## src/design/rtu_pkg.sv

```systemverilog
// Shared constants, types and BCD helpers for the timestamp update control pair
`default_nettype none
package rtu_pkg;
   // Register offsets
   localparam logic [7:0] OFS_SUBSEC = 8'h00;
   localparam logic [7:0] OFS_SECONDS = 8'h01;
   localparam logic [7:0] OFS_CENT_HOURS = 8'h03;
   localparam logic [7:0] OFS_WEEKDAY = 8'h04;
   localparam logic [7:0] OFS_YEAR = 8'h07;
   localparam logic [7:0] OFS_CONTROL = 8'h08;
   localparam logic [7:0] OFS_HALT = 8'h0C;
   localparam logic [7:0] OFS_FLAGS = 8'h0F;
   localparam logic [7:0] OFS_TAMPER1 = 8'h14;
   localparam logic [7:0] OFS_TAMPER2 = 8'h15;
   // Field positions
   localparam int STOP_BIT = 7;
   localparam int HALT_BIT = 6;
   localparam int ARM_BIT = 7;
   localparam int SWITCH_BIT = 5;
   localparam int PULL_BIT = 2;
   localparam int FLAG1_BIT = 1;
   localparam int FLAG2_BIT = 0;
   // BCD limits
   localparam logic [7:0] BCD_SUBSEC_MAX = 8'h99;
   localparam logic [7:0] BCD_SEC_MAX = 8'h59;
   localparam logic [7:0] BCD_HOUR_MAX = 8'h23;
   localparam logic [7:0] BCD_DAY_MAX = 8'h07;
   localparam logic [7:0] BCD_MONTH_MAX = 8'h12;
   localparam logic [7:0] BCD_YEAR_MAX = 8'h99;
   localparam logic [7:0] BCD_ZERO = 8'h00;
   localparam logic [7:0] BCD_ONE = 8'h01;
   // Reset values
   localparam logic [7:0] RST_BYTE = 8'h00;
   localparam logic [7:0] RST_DAY = 8'h01;
   // Timing: hundredth-of-second tick at a 10 ns clock
   localparam int CLK_PERIOD_NS = 10;
   localparam int SUBSEC_PERIOD_NS = 10_000_000;
   localparam int SUBSEC_CYCLES_DFLT = SUBSEC_PERIOD_NS / CLK_PERIOD_NS;
   // Host-side Avalon word addresses and command word bits
   localparam logic [1:0] AVS_CMD = 2'h0;
   localparam logic [1:0] AVS_STATUS = 2'h1;
   localparam int CMD_WR_BIT = 16;
   localparam int CMD_STOP_BIT = 17;

   typedef enum logic [1:0] {HS_IDLE, HS_REQ, HS_STOP} rtu_hstate_t;

   // Next BCD value, wrapping from mx back to mn
   function automatic logic [7:0] rtu_bcd_next(input logic [7:0] v, input logic [7:0] mx, input logic [7:0] mn);
      if (v >= mx) begin
         return mn;
      end else if (v[3:0] == 4'h9) begin
         return {v[7:4] + 4'h1, 4'h0};
      end
      return v + 8'h01;
   endfunction

   // Last date of a month; leap years follow the two BCD year digits
   function automatic logic [7:0] rtu_month_days(input logic [7:0] mon, input logic [7:0] yr);
      logic leap;
      leap = yr[4] ? (yr[3:0] == 4'h2 || yr[3:0] == 4'h6) : (yr[3:0] == 4'h0 || yr[3:0] == 4'h4 || yr[3:0] == 4'h8);
      if (mon == 8'h02) begin
         return leap ? 8'h29 : 8'h28;
      end else if (mon == 8'h04 || mon == 8'h06 || mon == 8'h09 || mon == 8'h11) begin
         return 8'h30;
      end
      return 8'h31;
   endfunction
endpackage
`default_nettype wire

```

## src/design/rtu_if.sv

```systemverilog
// Register access link between the host controller and the clock device
`default_nettype none
interface rtu_if;
   logic req;
   logic wr;
   logic [7:0] addr;
   logic [7:0] wdata;
   logic [7:0] rdata;
   logic ack;
   logic stop;
   modport dev (input req, input wr, input addr, input wdata, input stop, output rdata, output ack);
   modport host (output req, output wr, output addr, output wdata, output stop, input rdata, input ack);
endinterface
`default_nettype wire

```

## src/design/rtu_device.sv

```systemverilog
// Clock device: internal time chain, user copies, freeze and tamper logic
//
// Added by the designer: the register link port; the Avalon-MM port is in the host controller.
`default_nettype none
//
// Contract
// - Pull size: bit one 1M, zero 10M
// - Tamper sets flag, freezes copies 00h-07h
// - Clearing arm clears flag, resumes updates
// - Host keeps arms zero for running time
// - Held stamp keeps the first event
// - Armed tamper blocks power-down halt setting
// - Clock write forces subseconds to 00
// - BCD layout, century bits, weekday bits
// - Stop bit halts oscillator, zero restarts
// - Clock write loads chain, resets divider
// - Host writes config bits before time
// - Bytes single or sequential; control alone
// - Clock reads suspend copy updates
// - Power return sets halt-update
// - Freeze zeroes 00h; internal time runs
// - Clearing halt-update resumes copying
// - Host saves power-down time itself
// - Flags read-only, cleared via arm
// - Stop or non-clock read resumes updates
// - Copies refreshed from incremented internal time
module rtu_device
   import rtu_pkg::*;
#(
   parameter int SUBSEC_CYCLES = SUBSEC_CYCLES_DFLT
) (
   input wire logic ref_clk,
   input wire logic rst,
   rtu_if.dev bus,
   input wire logic [1:0] tamper_input_pin,
   input wire logic power_up_event,
   output logic [1:0] pull_enable,
   output logic [1:0] pull_size_1m,
   output logic osc_running
);
   logic [7:0] int_r [8];
   logic [7:0] int_nxt [8];
   logic [7:0] usr_r [8];
   logic [7:0] usr_nxt [8];
   logic [31:0] div_r;
   logic [31:0] div_nxt;
   logic [7:0] ctrl_r;
   logic [7:0] ctrl_nxt;
   logic [2:0] tcfg_r [2];
   logic [2:0] tcfg_nxt [2];
   logic [1:0] flag_r;
   logic [1:0] flag_nxt;
   logic halt_r;
   logic halt_nxt;
   logic rdhold_r;
   logic rdhold_nxt;
   logic ack_r;
   logic ack_nxt;
   logic [7:0] rdata_r;
   logic [7:0] rdata_nxt;
   logic [1:0] tp_s1_r;
   logic [1:0] tp_s2_r;
   logic [1:0] pu_sync_r;
   logic pu_last_r;
   logic take;
   logic clk_wr;
   logic tick;
   logic frozen;
   logic [1:0] arm;

   assign take = bus.req && !ack_r;
   assign clk_wr = take && bus.wr && (bus.addr <= OFS_YEAR);
   assign arm = {tcfg_r[1][2], tcfg_r[0][2]};
   assign frozen = halt_r || (|flag_r);
   assign tick = (div_r == 32'(SUBSEC_CYCLES - 1)) && !int_r[1][STOP_BIT];
   assign bus.ack = ack_r;
   assign bus.rdata = rdata_r;
   assign osc_running = !int_r[1][STOP_BIT];

   // Pull resistor steering per channel, only for normally closed armed inputs
   generate
      for (genvar ch = 0; ch < 2; ch++) begin : g_pull
         assign pull_enable[ch] = tcfg_r[ch][2] && !tcfg_r[ch][1];
         assign pull_size_1m[ch] = tcfg_r[ch][0];
      end
   endgenerate

   // Time chain, copies and register file next state
   always_comb begin
      logic c;
      logic [7:0] nb;
      logic [7:0] ev;
      c = 1'b0;
      nb = BCD_ZERO;
      ev = BCD_ZERO;
      int_nxt = int_r;
      usr_nxt = usr_r;
      div_nxt = (tick || int_r[1][STOP_BIT]) ? 32'd0 : div_r + 32'd1;
      ctrl_nxt = ctrl_r;
      tcfg_nxt = tcfg_r;
      halt_nxt = halt_r;
      rdhold_nxt = rdhold_r;
      ack_nxt = take;
      rdata_nxt = rdata_r;
      // Internal BCD chain keeps counting whatever the copies do
      c = tick;
      if (c) begin
         c = (int_r[0] == BCD_SUBSEC_MAX);
         int_nxt[0] = rtu_bcd_next(int_r[0], BCD_SUBSEC_MAX, BCD_ZERO);
      end
      for (int i = 1; i < 3; i++) begin
         if (c) begin
            c = ({1'b0, int_r[i][6:0]} == BCD_SEC_MAX);
            nb = rtu_bcd_next({1'b0, int_r[i][6:0]}, BCD_SEC_MAX, BCD_ZERO);
            int_nxt[i][6:0] = nb[6:0];
         end
      end
      if (c) begin
         c = ({2'b00, int_r[3][5:0]} == BCD_HOUR_MAX);
         nb = rtu_bcd_next({2'b00, int_r[3][5:0]}, BCD_HOUR_MAX, BCD_ZERO);
         int_nxt[3][5:0] = nb[5:0];
         nb = rtu_bcd_next({5'b0, int_r[4][2:0]}, BCD_DAY_MAX, BCD_ONE);
         if (c) begin
            int_nxt[4][2:0] = nb[2:0];
         end
      end
      if (c) begin
         ev = rtu_month_days({3'b000, int_r[6][4:0]}, int_r[7]);
         c = ({2'b00, int_r[5][5:0]} >= ev);
         nb = rtu_bcd_next({2'b00, int_r[5][5:0]}, ev, BCD_ONE);
         int_nxt[5][5:0] = nb[5:0];
      end
      if (c) begin
         c = ({3'b000, int_r[6][4:0]} == BCD_MONTH_MAX);
         nb = rtu_bcd_next({3'b000, int_r[6][4:0]}, BCD_MONTH_MAX, BCD_ONE);
         int_nxt[6][4:0] = nb[4:0];
      end
      if (c) begin
         c = (int_r[7] == BCD_YEAR_MAX);
         int_nxt[7] = rtu_bcd_next(int_r[7], BCD_YEAR_MAX, BCD_ZERO);
      end
      if (c) begin
         int_nxt[3][7:6] = int_r[3][7:6] + 2'b01;
      end
      // Copies follow the incremented chain unless frozen or being read
      // A read taken this cycle blocks the copy too, so the bytes that follow it match it
      if (!frozen && !rdhold_r && !(take && !bus.wr && bus.addr <= OFS_YEAR)) begin
         usr_nxt = int_nxt;
      end
      if (frozen) begin
         usr_nxt[0] = BCD_ZERO;
      end
      // Register writes
      if (take && bus.wr) begin
         if (clk_wr) begin
            usr_nxt = usr_r;
            usr_nxt[bus.addr[2:0]] = bus.wdata;
            usr_nxt[0] = BCD_ZERO;
            int_nxt = usr_nxt;
            div_nxt = 32'd0;
         end
         unique case (bus.addr)
            OFS_CONTROL: ctrl_nxt = bus.wdata;
            OFS_HALT: halt_nxt = bus.wdata[HALT_BIT];
            OFS_TAMPER1: tcfg_nxt[0] = {bus.wdata[ARM_BIT], bus.wdata[SWITCH_BIT], bus.wdata[PULL_BIT]};
            OFS_TAMPER2: tcfg_nxt[1] = {bus.wdata[ARM_BIT], bus.wdata[SWITCH_BIT], bus.wdata[PULL_BIT]};
            default: ;
         endcase
         rdhold_nxt = 1'b0;
      end
      // Read hold lasts while the pointer stays in the clock bytes
      if (take && !bus.wr) begin
         rdhold_nxt = (bus.addr <= OFS_YEAR);
         rdata_nxt = RST_BYTE;
         if (bus.addr <= OFS_YEAR) begin
            rdata_nxt = usr_r[bus.addr[2:0]];
         end else begin
            unique case (bus.addr)
               OFS_CONTROL: rdata_nxt = ctrl_r;
               OFS_HALT: rdata_nxt[HALT_BIT] = halt_r;
               OFS_FLAGS: rdata_nxt = {6'b0, flag_r[0], flag_r[1]};
               OFS_TAMPER1: rdata_nxt = {tcfg_r[0][2], 1'b0, tcfg_r[0][1], 2'b00, tcfg_r[0][0], 2'b00};
               OFS_TAMPER2: rdata_nxt = {tcfg_r[1][2], 1'b0, tcfg_r[1][1], 2'b00, tcfg_r[1][0], 2'b00};
               default: ;
            endcase
         end
      end
      if (bus.stop) begin
         rdhold_nxt = 1'b0;
      end
      // Power return halts updates unless a tamper channel is armed; set wins
      if (pu_sync_r[1] && !pu_last_r && !(|arm)) begin
         halt_nxt = 1'b1;
      end
      // Flags set only while armed; cleared by disarming; set wins over clear
      for (int ch = 0; ch < 2; ch++) begin
         flag_nxt[ch] = (flag_r[ch] && tcfg_nxt[ch][2]) || (tp_s2_r[ch] && tcfg_r[ch][2]);
      end
   end

   // State registers
   always_ff @(posedge ref_clk) begin
      if (rst) begin
         for (int i = 0; i < 8; i++) begin
            int_r[i] <= (i == 4 || i == 5 || i == 6) ? RST_DAY : RST_BYTE;
            usr_r[i] <= (i == 4 || i == 5 || i == 6) ? RST_DAY : RST_BYTE;
         end
         div_r <= 32'd0;
         ctrl_r <= RST_BYTE;
         tcfg_r[0] <= 3'b000;
         tcfg_r[1] <= 3'b000;
         flag_r <= 2'b00;
         halt_r <= 1'b0;
         rdhold_r <= 1'b0;
         ack_r <= 1'b0;
         rdata_r <= RST_BYTE;
         tp_s1_r <= 2'b00;
         tp_s2_r <= 2'b00;
         pu_sync_r <= 2'b00;
         pu_last_r <= 1'b0;
      end else begin
         int_r <= int_nxt;
         usr_r <= usr_nxt;
         div_r <= div_nxt;
         ctrl_r <= ctrl_nxt;
         tcfg_r <= tcfg_nxt;
         flag_r <= flag_nxt;
         halt_r <= halt_nxt;
         rdhold_r <= rdhold_nxt;
         ack_r <= ack_nxt;
         rdata_r <= rdata_nxt;
         tp_s1_r <= tamper_input_pin; // Pins are asynchronous, two stages first
         tp_s2_r <= tp_s1_r;
         pu_sync_r <= {pu_sync_r[0], power_up_event};
         pu_last_r <= pu_sync_r[1];
      end
   end
endmodule // rtu_device
`default_nettype wire

```

## src/flat_wrapper.sv

```systemverilog
// flat-port wrapper written by rule: the top's interface ports become plain ports
module rtu_device_flat import rtu_pkg::*;
#(
   parameter int SUBSEC_CYCLES = SUBSEC_CYCLES_DFLT
)
  (ref_clk, rst, tamper_input_pin, power_up_event, pull_enable, pull_size_1m, osc_running, bus_req, bus_wr, bus_addr, bus_wdata, bus_stop, bus_rdata, bus_ack);
  rtu_if bus_i ();
  input wire logic ref_clk;
  input wire logic rst;
  input wire logic [1:0] tamper_input_pin;
  input wire logic power_up_event;
  output logic [1:0] pull_enable;
  output logic [1:0] pull_size_1m;
  output logic osc_running;
  input wire logic [$bits(bus_i.req)-1:0] bus_req;
  input wire logic [$bits(bus_i.wr)-1:0] bus_wr;
  input wire logic [$bits(bus_i.addr)-1:0] bus_addr;
  input wire logic [$bits(bus_i.wdata)-1:0] bus_wdata;
  input wire logic [$bits(bus_i.stop)-1:0] bus_stop;
  output wire logic [$bits(bus_i.rdata)-1:0] bus_rdata;
  output wire logic [$bits(bus_i.ack)-1:0] bus_ack;
  assign bus_i.req = bus_req;
  assign bus_i.wr = bus_wr;
  assign bus_i.addr = bus_addr;
  assign bus_i.wdata = bus_wdata;
  assign bus_i.stop = bus_stop;
  assign bus_rdata = bus_i.rdata;
  assign bus_ack = bus_i.ack;
  rtu_device #(.SUBSEC_CYCLES(SUBSEC_CYCLES)) u_core (.ref_clk(ref_clk), .rst(rst), .bus(bus_i), .tamper_input_pin(tamper_input_pin), .power_up_event(power_up_event), .pull_enable(pull_enable), .pull_size_1m(pull_size_1m), .osc_running(osc_running));
endmodule
```

## config.mk

```make
export PLATFORM = sky130hd
export DESIGN_NAME = rtu_device_flat
export DESIGN_NICKNAME = d
export VERILOG_FILES = /design/src/design/rtu_pkg.sv /design/src/design/rtu_if.sv /design/src/design/rtu_device.sv /design/src/flat_wrapper.sv
export SDC_FILE = /design/constraint.sdc
export NUM_CORES = 1
export LEC_CHECK = 0
export ABC_AREA = 1
export BUFFER_PORTS_ARGS = -buffer_cell sky130_fd_sc_hd__buf_2
export CORE_MARGIN = 1
export CORE_UTILIZATION = 30
export CTS_BUF_LIST = sky130_fd_sc_hd__clkbuf_8
export CTS_CLUSTER_SIZE = 28
export DETAILED_ROUTE_END_ITERATION = 7
export PLACE_DENSITY = 0.42
export SETUP_SLACK_MARGIN = 0.05
export SYNTH_ARGS = -nofsm -noshare
export SYNTH_HDL_FRONTEND = slang
export SYNTH_SLANG_ARGS = --single-unit
```

## constraint.sdc

```tcl
create_clock -name ref_clk -period 2.5 [get_ports ref_clk]
set_clock_uncertainty 0.05 [all_clocks]
set_input_delay 0.25 -clock ref_clk [delete_from_list [all_inputs] [get_ports ref_clk]]
set_output_delay 0.25 -clock ref_clk [all_outputs]
set_load 0.05 [all_outputs]
```

==> results of run 1 <==
timing repair:
action | 4_1_cts | 5_1_grt
hold endpoints to repair | 6 | 0
cloned | 1 | 0
pin swaps | 12 | 29
hold buffers | 6 | 0
resized for setup | 43 | 51
buffers inserted | 4 | 3
endpoints found under the setup margin | 40 | 52
layout make-up:
cell class              instances  area [µm²]  area share
multi-input cells            1190        6230       0.485
flip-flops and latches        194        3890       0.303
repair buffers                127         981      0.0764
inverters                     196         753      0.0587
well taps                     461         577      0.0449
clock buffers                  20         275      0.0214
clock inverters                12         131      0.0102
power groups by stage:
stage               sequential [mW]  clock, mW  combinational (mW)
CTS                            3.18       2.29               0.528
floorplan                      3.27          0               0.283
global route                   3.19       2.40               0.583
finish                         3.18       2.21               0.526
global placement               3.26          0               0.519
detailed placement             3.26          0               0.518
cells by family (layout without fill, tap and decap cells):
kind of cell | Yosys count | count (layout) | synth area share
AO/OA/AOI/OAI | 340 | 340 | 0.179
flip-flops | 194 | 194 | 0.358
buffers and inverters | 254 | 355 | 0.0927
XOR/XNOR | 38 | 38 | 0.0307
adder cells (fa/ha/maj) | 35 | 35 | 0.0404
AND/OR/NAND/NOR | 776 | 777 | 0.299
per-layer routing:
metal	track usage	share of wire
met4	0.0448	0.012
met3	0.0303	0.034
met5	0	0
met2	0.322	0.46
met1	0.263	0.49
registers in the layout, summed over array words and instances (netlist names):
name	count
u_core.int_r	64
u_core.usr_r	64
u_core.div_r	32
u_core.bus.rdata	8
u_core.ctrl_r	8
u_core.arm	2
u_core.flag_r	2
u_core.pu_sync_r	2
u_core.pull_size_1m	2
u_core.tcfg_r	2
u_core.tp_s1_r	2
u_core.tp_s2_r	2
u_core.bus.ack	1
u_core.halt_r	1
u_core.pu_last_r	1
u_core.rdhold_r	1
worst max-delay path, cell delays in order (launching register included):
cell     delay (ns)
dfxtp_2        0.36
inv_4          0.07
ha_4           0.16
nand2_4        0.06
nor2_4         0.11
inv_4          0.06
ha_4           0.26
inv_1          0.04
nor2_2         0.13
nand2_2        0.07
a21oi_2        0.11
a21oi_1        0.05
nand2_1        0.12
inv_2          0.07
nor2_4         0.15
buf_12         0.15
buf_8          0.11
nand4_1        0.10
nand3_1        0.14
nand2_1        0.05
nand2_1        0.05
per-stage QoR:
stage | hold slack, ns | instance area, µm² | util | power (mW) | setup WS, ns
after floorplan | 0.290 | 10800 | - | 3.55 | 0.109
after global placement | 0.341 | 12000 | 0.337 | 3.77 | -0.0635
after detailed placement | 0.342 | 12000 | 0.337 | 3.77 | -0.133
after CTS | 0.0176 | 12600 | 0.355 | 6.00 | 0.00210
after global routing | 0.0665 | 12800 | 0.361 | 6.17 | -0.250
final | 0.0468 | 12800 | 0.361 | 5.92 | -0.0147
worst min path at each step:
stage	from	end	slack [ns]	cells past startpoint
2_1_floorplan	bus_stop	u_core.rdhold_r	0.29	1
3_3_place_gp	u_core.tp_s1_r[1]	u_core.tp_s2_r[1]	0.34	2
3_5_place_dp	u_core.tp_s1_r[1]	u_core.tp_s2_r[1]	0.34	2
4_1_cts	bus_req	u_core.bus.ack	0.02	5
5_1_grt	bus_wdata[2]	u_core.int_r[18]	0.07	3
6_report	bus_req	u_core.bus.ack	0.05	5
cells in the mapped netlist, types with 6 or more instances:
master      n  area [µm²]
a21oi_1    64         320
o31ai_1     7        52.6
nor2_2     11        68.8
buf_2      23         115
inv_2       8        30.0
xor2_1     32         280
ha_1       35         438
o21ai_0   163         816
o211ai_1   23         173
nand3_1    57         285
o22ai_1    12        75.1
xnor2_1     6        52.6
a211oi_1   10        75.1
a22oi_1     8        60.1
nor2_1    168         631
inv_1     184         691
nand4_1    18         113
nand2_1   470        1760
a221oi_1    7        61.3
clkbuf_1   27         101
dfxtp_1   194        3880
nor3_1     25         125
o21ai_1    21         105
==> summary.md, run 1 <==
| Metric | Value |
|---|---|
| Clock buffer depth | 2 |
| Asr flop ratio synth | 0 |
| Router iterations before antenna repair | 5 |
| Crit path launch | u_core.int_r[8] |
| Tcrit/Tclk final | 1.01 |
| Dpl hpwl | approximately 26 mm |
| Chip width | 192 µm |
| Final hold vios | 0 |
| Total GRT Usage | 0.194 |
| GRT overflow | 0 |
| CP Capture Type | register |
| Worst reg2reg endpoint | u_core.usr_r[0] |
| N_diodes | 0 |
| Syn Area/Cell | 6.63 µm² |
| Maxcap violations | 0 |
| Leak | 5.68 nW |
| Detailed Route Iter0 Violations | 479 |
| Worst r2r src | u_core.int_r[8] |
| CTS sink cnt | 194 |
| Synth Instances | 1637 |
| Die Y | 192 µm |
| Final WL | around 35 mm |
| EDFF count, synth | 0 |
| Layout cells sized above 1 | 0.146 |
| Max Clk Rate | 398 MHz |
| Combinational power share | 0.089 |
| Sw Ratio | 0.278 |
| Outcome | finished, violations left |
| CTS tree | built |
| Final setup fails | 4 |
| Reg2reg setup slack | -0.01 ns |
| FP Rows | 69 |
| Largest net degree at the start of global routing | 48 |
| Sequential power share | 0.538 |
| Reg2Reg Depth | 20 |
| Slew @ Worst Pin | 0.671 ns |
| CP Data Required Time | 2.90 ns |
| Unrepaired setup endpoints after global routing | yes |
| Prevailing post-synth register cell | dfxtp_1 |
| CTS buffer count | 17 |
| Clock Power Share | 0.373 |
| Power Density | 461 mW/mm² |
| Final WS setup | -0.0147 ns |
| Area growth, synth to finish | 18.4% |
| # IOs | 38 |
| Clk Latency, worst-skew pair | 0.50 ns |
| Internal power | 4.27 mW |
| Psw | 1.65 mW |
| Via density | 4.79 |
| Placed cell count | 2155 |
| Crit-path max FO | 6 |
| Antenna violations before repair | 0 |
| DRC Markers | 0 |
| Starting density of the core | 0.305 |
| Commonest non-fill, non-tap cell in the layout | nand2_1 |
| HP Class | in2reg |
| Root Driver | clkbuf_8 |
| Core area | 0.0356 mm² |
| First-pass GRT wire length | 55.4 mm |
| Crit path arrival time | 2.92 ns |
| Overall die area | roughly 0.037 mm² |
| Routed Antenna Nets | 0 |
| Fin. max-slew vios | 0 |
| Port bufs | 37 |
| Detailed-route via count | 10500 |
| Slew Limit Headroom | 0.553 |
| Synthesized flop and latch total | 194 |
| Yosys warns | 0 |
| Post-layout min period | 2.51 ns |
| H-Tree Depth | 4 |
| Routability cong. | 0.807 |
| Class of the most critical setup path | reg2reg |
| Max IR drop VDD | 321 µV |
| Nets | 1785 |
| Fill cells | just under 4000 |
| Worst-path clk slew | 0.12 ns |
| Non-Filler Instances | 2200 |
| Failing checks | setup timing |
| Wire per inst | approximately 16 µm |
| CP Capture Point | u_core.usr_r[0] |
| Distinct cell type count after synthesis | 55 |
| Most frequent cells in the layout | nand2_1, dfxtp_1, inv_1 |
| Vias in the first global route | 10100 |
| Fin Setup TNS | -0.0484 ns |
| Synth Cell Area | 0.0108 mm² |
| Post-synth net total | 1696 |
| Critical Path Start Type | register |
| Sequential share of the synthesized area | 0.358 |
(Power assumes the default switching activity.)
==> run 2, diff against run 1 <==
MAX_ROUTING_LAYER = met4   (was not set)
==> run 2 against run 1 <==
The flow still finishes with violations (setup timing); via count up 0.25%; critical path depth unchanged; first-iteration DRC count rose by 7.7%; non-clock buffer count did not move; wire length increased by 0.13%; design area barely moved; cell count is the same; worst hold slack about the same; combinational power hardly changed; die area unchanged; sequential share of layout area is essentially flat; highest routed layer unchanged.
==> summary.md, run 2 (synthesis results as in run 1) <==
| Metric | Value |
|---|---|
| Outcome | finished, violations left |
| Failing checks | setup timing |
| Crit path arrival time | 2.86 ns |
| Reg2Reg Depth | 20 |
| CP Capture Type | register |
| Reg2reg setup slack | -0.02 ns |
| Routed Antenna Nets | 0 |
| Detailed-route via count | around 11000 |
| Worst r2r src | u_core.int_r[8] |
| Router iterations before antenna repair | 6 |
| Clock Power Share | 0.373 |
| Fin. max-slew vios | 0 |
| N_diodes | 0 |
| Crit-path max FO | 5 |
| Hold Slack | approximately 0.047 ns |
| Hold Path Cell Cnt | 5 |
| Most frequent cells in the layout | nand2_1, dfxtp_1, inv_1 |
| Layout cells sized above 1 | 0.147 |
| DP Worst Slack | -0.133 ns |
| Fin Setup TNS | -0.0520 ns |
| Area growth, synth to finish | 18.4% |
| GRT overflow | 0 |
| Antenna violations before repair | 0 |
| FP Rows | 69 |
| HP Class | in2reg |
| Total GRT Usage | 0.200 |
| Fill cells | 3865 |
| Power Density | 461 mW/mm² |
| Port bufs | 37 |
| Core area | approximately 0.036 mm² |
| Post-route cell area | 0.0128 mm² |
| Sw Ratio | 0.278 |
| Sequential power share | 0.538 |
| Final setup fails | 5 |
| Slew @ Worst Pin | 0.667 ns |
| Final WS setup | -0.0163 ns |
| Root Driver | clkbuf_8 |
| H-Tree Depth | 4 |
| CTS buffer count | 17 |
| Tcrit/Tclk final | 1.01 |
| First-pass GRT wire length | 55.5 mm |
| CP Data Required Time | 2.84 ns |
| Psw | 1.65 mW |
| Max IR drop VDD | 322 µV |
| Slew Limit Headroom | 0.555 |
| Dpl cell area | 0.0120 mm² |
| Detailed Route Iter0 Violations | 516 |
| Post-layout min period | between 2 and 3 ns |
| Via density | 4.80 |
| Final WL | 35.0 mm |
| Internal power | 4.27 mW |
| CTS sink cnt | 194 |
| Combinational power share | 0.089 |
| Crit path launch | u_core.int_r[8] |
| Clock buffer depth | 2 |
| Critical Path Start Type | register |
| CP Capture Point | u_core.usr_r[4] |
| Starting density of the core | 0.305 |
| Chip width | 192 µm |
| Largest net degree at the start of global routing | 48 |
| Nets | between 1500 and 2000 |
| Commonest non-fill, non-tap cell in the layout | nand2_1 |
| Max Clk Rate | approximately 400 MHz |
| Clk Latency, worst-skew pair | ~0.5 ns |
| Dpl hpwl | 25.6 mm |
| CTS tree | built |
| Leak | between 5 and 6 nW |
| Unrepaired setup endpoints after global routing | yes |
| Maxcap violations | 0 |
| Worst reg2reg endpoint | u_core.usr_r[4] |
| Final hold vios | 0 |
| Worst-path clk slew | 0.12 ns |
| DRC Markers | 0 |
| Die Y | between 150 and 200 µm |
| Class of the most critical setup path | reg2reg |
| Overall die area | 0.0369 mm² |
| Top Registers | u_core.int_r: 64 flops, u_core.usr_r: 64 flops, u_core.div_r: 32 flops |
| Routability cong. | 0.819 |
| # IOs | 38 |
| Wire per inst | 15.9 µm |
| Vias in the first global route | 10100 |
==> run 2: cell counts in the layout (fill, tap and decap cells not counted) <==
No cell type changed its count.
==> run 2: final cells by class <==
cell class	instances	area, µm²	share of cell area
multi-input combinational	1190	6240	0.486
sequential	194	3890	0.303
timing repair buffer	127	981	0.0764
inverter	196	753	0.0586
tap	461	577	0.0449
clock buffer	20	275	0.0214
clock inverter	12	131	0.0102
==> run 2: worst max-delay path, stage by stage (launching register included) <==
cell     delay [ns]
dfxtp_2        0.36
inv_4          0.07
ha_4           0.15
nand2_4        0.06
nor2_4         0.11
inv_4          0.06
ha_4           0.26
inv_1          0.04
nor2_2         0.14
nand2_2        0.07
a21oi_2        0.11
a21oi_1        0.05
nand2_1        0.12
inv_2          0.07
nor2_4         0.15
buf_12         0.15
nand2_8        0.08
nand2_2        0.13
nand3_2        0.07
nand2_1        0.07
nand2_1        0.04
==> run 2: metal layers <==
metal	vias up	track usage	wire length, µm
met4	0	0.0448	416
met2	137	0.322	16200
met1	4912	0.263	17300
met3	20	0.0300	996
li1	5497	-	-
met5	-	-	0
==> run 2: power by group through the flow <==
stage	Clock, mW	Sequential, mW	Combinational (mW)
floorplan	0	3.27	0.283
CTS	2.29	3.18	0.528
finish	2.21	3.18	0.528
detailed placement	0	3.26	0.518
global placement	0	3.26	0.519
global route	2.40	3.19	0.583
==> run 2: how the worst min path moves through the flow <==
stage / endpoint / from / slack, ns
floorplan: u_core.rdhold_r / bus_stop / 0.29
global placement: u_core.tp_s2_r[1] / u_core.tp_s1_r[1] / 0.34
detailed placement: u_core.tp_s2_r[1] / u_core.tp_s1_r[1] / 0.34
CTS: u_core.bus.ack / bus_req / 0.02
global route: u_core.int_r[18] / bus_wdata[2] / 0.07
finish: u_core.bus.ack / bus_req / 0.05
==> run 2: through the flow <==
step / utilization / instances / total power [mW]
final: 0.361 / 2200 / 5.92
after global routing: 0.361 / 2200 / 6.18
after CTS: 0.355 / 2197 / 6.00
after detailed placement: 0.337 / 2155 / 3.77
after global placement: 0.337 / 2155 / 3.77
after floorplan: - / 1637 / 3.55
==> run 2: repair_timing <==
item / 4_1_cts / 5_1_grt
endpoints found under the hold margin: 6 / 0
pin swaps: 12 / 30
gates resized for setup: 43 / 53
setup endpoints to repair: 40 / 52
setup buffers: 4 / 3
cloned: 1 / 0
hold buffers: 6 / 0
==> run 3, diff against run 2 <==
PLACE_DENSITY = not set   (was 0.42)
PLACE_DENSITY_LB_ADDON = 0.2   (was not set)
==> run 3 against run 2 <==
The run still ends with setup timing left; sequential share of layout area rose by 0.086 points; via count grew 0.45%; clock-buffer cell count shrank 1; cell count is 0.14% lower; sequential power about the same; non-clock buffer count decreased by 3; clock power up 9%; setup slack worse by 0.0026 ns; critical path depth grew 2; register-to-register slack is essentially flat; largest power group unchanged; maximum frequency is 0.10% lower; flip-flop and latch count did not move.
==> summary.md, run 3 (synthesis results as in run 1) <==
| Metric | Value |
|---|---|
| Total power draw | 6.09 mW |
| Post-layout min period | between 2 and 3 ns |
| Chip width | 192 µm |
| Port bufs | 37 |
| Overall die area | 0.0369 mm² |
| Slew @ Worst Pin | 0.618 ns |
| CTS buffer count | 17 |
| Critical Path Start Type | register |
| Failing checks | setup timing |
| H-Tree Depth | 4 |
| CP Capture Type | register |
| Most frequent cells in the layout | nand2_1, dfxtp_1, inv_1 |
| Clock buffer depth | 2 |
| Largest net degree at the start of global routing | 61 |
| Nets | approximately 1800 |
| First-pass GRT wire length | 53.9 mm |
| GRT overflow | 0 |
| Unrepaired setup endpoints after global routing | yes |
| Outcome | finished, violations left |
| Fill cells | 3916 |
| Dpl cell area | around 0.012 mm² |
| Clk Latency, worst-skew pair | 0.49 ns |
| Routed Antenna Nets | 0 |
| Crit path arrival time | 2.91 ns |
| N_diodes | 0 |
| Placed cell count | 2149 |
| Via density | a little under 5 |
| Fin. max-slew vios | 0 |
| CTS sink cnt | 194 |
| Fin util | 0.360 |
| Non-Filler Instances | 2197 |
| Vias in the first global route | roughly 10000 |
| Detailed Route Iter0 Violations | around 750 |
| Die Y | just under 200 µm |
| # IOs | 38 |
| Class of the most critical setup path | reg2reg |
| Top Registers | u_core.int_r: 64 flops, u_core.usr_r: 64 flops, u_core.div_r: 32 flops |
| Post-route cell area | 0.0128 mm² |
| Routability cong. | 0.837 |
| FP Rows | 69 |
| Antenna violations before repair | 0 |
| Fin Setup TNS | -0.109 ns |
| Starting density of the core | 0.305 |
| Root Driver | clkbuf_8 |
| Area growth, synth to finish | 18.1% |
| Dpl hpwl | roughly 24 mm |
| Crit-path max FO | 7 |
| Core area | approximately 0.036 mm² |
| Total GRT Usage | 0.193 |
| CP Data Required Time | 2.89 ns |
| CTS tree | built |
| Final hold vios | 0 |
| Router iterations before antenna repair | 6 |
| Layout cells sized above 1 | 0.139 |
| Worst-path clk slew | 0.10 ns |
| Max IR drop VDD | 397 µV |
| Final setup fails | 10 |
| Maxcap violations | 0 |
| Leak | 5.68 nW |
| Commonest non-fill, non-tap cell in the layout | nand2_1 |
| Wire per inst | 15.2 µm |
| Final WL | 33.4 mm |
| DRC Markers | 0 |
| Power Density | 476 mW/mm² |
| HP Class | in2reg |
| Detailed-route via count | about 11000 |
| Tcrit/Tclk final | 1.01 |
| Max Clk Rate | ~400 MHz |
| Slew Limit Headroom | 0.587 |
| Final WS setup | -0.0189 ns |
run 3: cell count changes in the layout (fill, tap and decap cells not counted), sizes merged:
cell and change:
clkinv +2, inv -2, clkbuf -1, dlygate4sd3 -1
clkinvlp -1, bufinv +2, buf -2
run 3: routing by layer:
metal	vias up	wire length [µm]	GRT usage
li1	5507	-	-
met3	30	988	0.0296
met1	4921	16600	0.253
met4	0	429	0.0512
met5	-	0	-
met2	156	15400	0.308
run 3: through the flow:
| step | hold slack [ns] | setup WS [ns] |
|---|---|---|
| 2_1_floorplan | 0.290 | 0.109 |
| 5_1_grt | 0.0477 | -0.218 |
| 4_1_cts | 0.00859 | -0.0152 |
| 3_5_place_dp | 0.350 | -0.172 |
| 3_3_place_gp | 0.343 | -0.0703 |
| 6_report | 0.0476 | -0.0189 |
run 3: path summary, 6_finish.rpt:
path | from | endpoint | slack (ns) | cells after the start
max reg2reg | u_core.int_r[8] | u_core.int_r[4] | -0.02 | 22
max | u_core.int_r[8] | u_core.int_r[4] | -0.02 | 22
min | bus_wdata[2] | u_core.usr_r[18] | 0.05 | 3
min reg2reg | u_core.tp_s1_r[0] | u_core.tp_s2_r[0] | 0.36 | 2
run 3: cell type report:
class / count / area (µm²) / area share
multi-input cells: 1190 / 6190 / 0.483
flip-flops and latches: 194 / 3890 / 0.304
repair buffers: 124 / 936 / 0.0731
inverters: 196 / 759 / 0.0593
well taps: 461 / 577 / 0.0450
clock buffers: 19 / 262 / 0.0204
clock inverters: 13 / 194 / 0.0151
run 3: where the power goes:
part / switching (mW) / total, mW / internal [mW]
combinational: 0.361 / 0.513 / 0.153
clock: 1.24 / 2.40 / 1.16
sequential: 0.0385 / 3.18 / 3.14
run 3: critical path, cell delays in order (launching register included):
cell and delay, ns:
dfxtp_2 0.35, inv_4 0.08, ha_4 0.16, nand2_4 0.06, nor2_4 0.10, inv_2 0.05
a31oi_1 0.15, a21oi_1 0.10, ha_2 0.17, nand2_1 0.05, nand2_1 0.06, a21oi_2 0.13
a21oi_2 0.05, nand2_2 0.14, inv_4 0.06, nor2_4 0.12, buf_12 0.15, nand2_8 0.09
clkinv_8 0.10, nand2_4 0.05, nand2_2 0.07, nand2_1 0.04, nand2_1 0.08
run 3: what timing repair did:
action | CTS | global route
hold buffers | 5 | 0
hold endpoints to repair | 5 | 0
setup endpoints to repair | 34 | 92
gates resized for setup | 31 | 49
cloned | 1 | 0
setup buffers | 3 | 7
pin swaps | 12 | 32
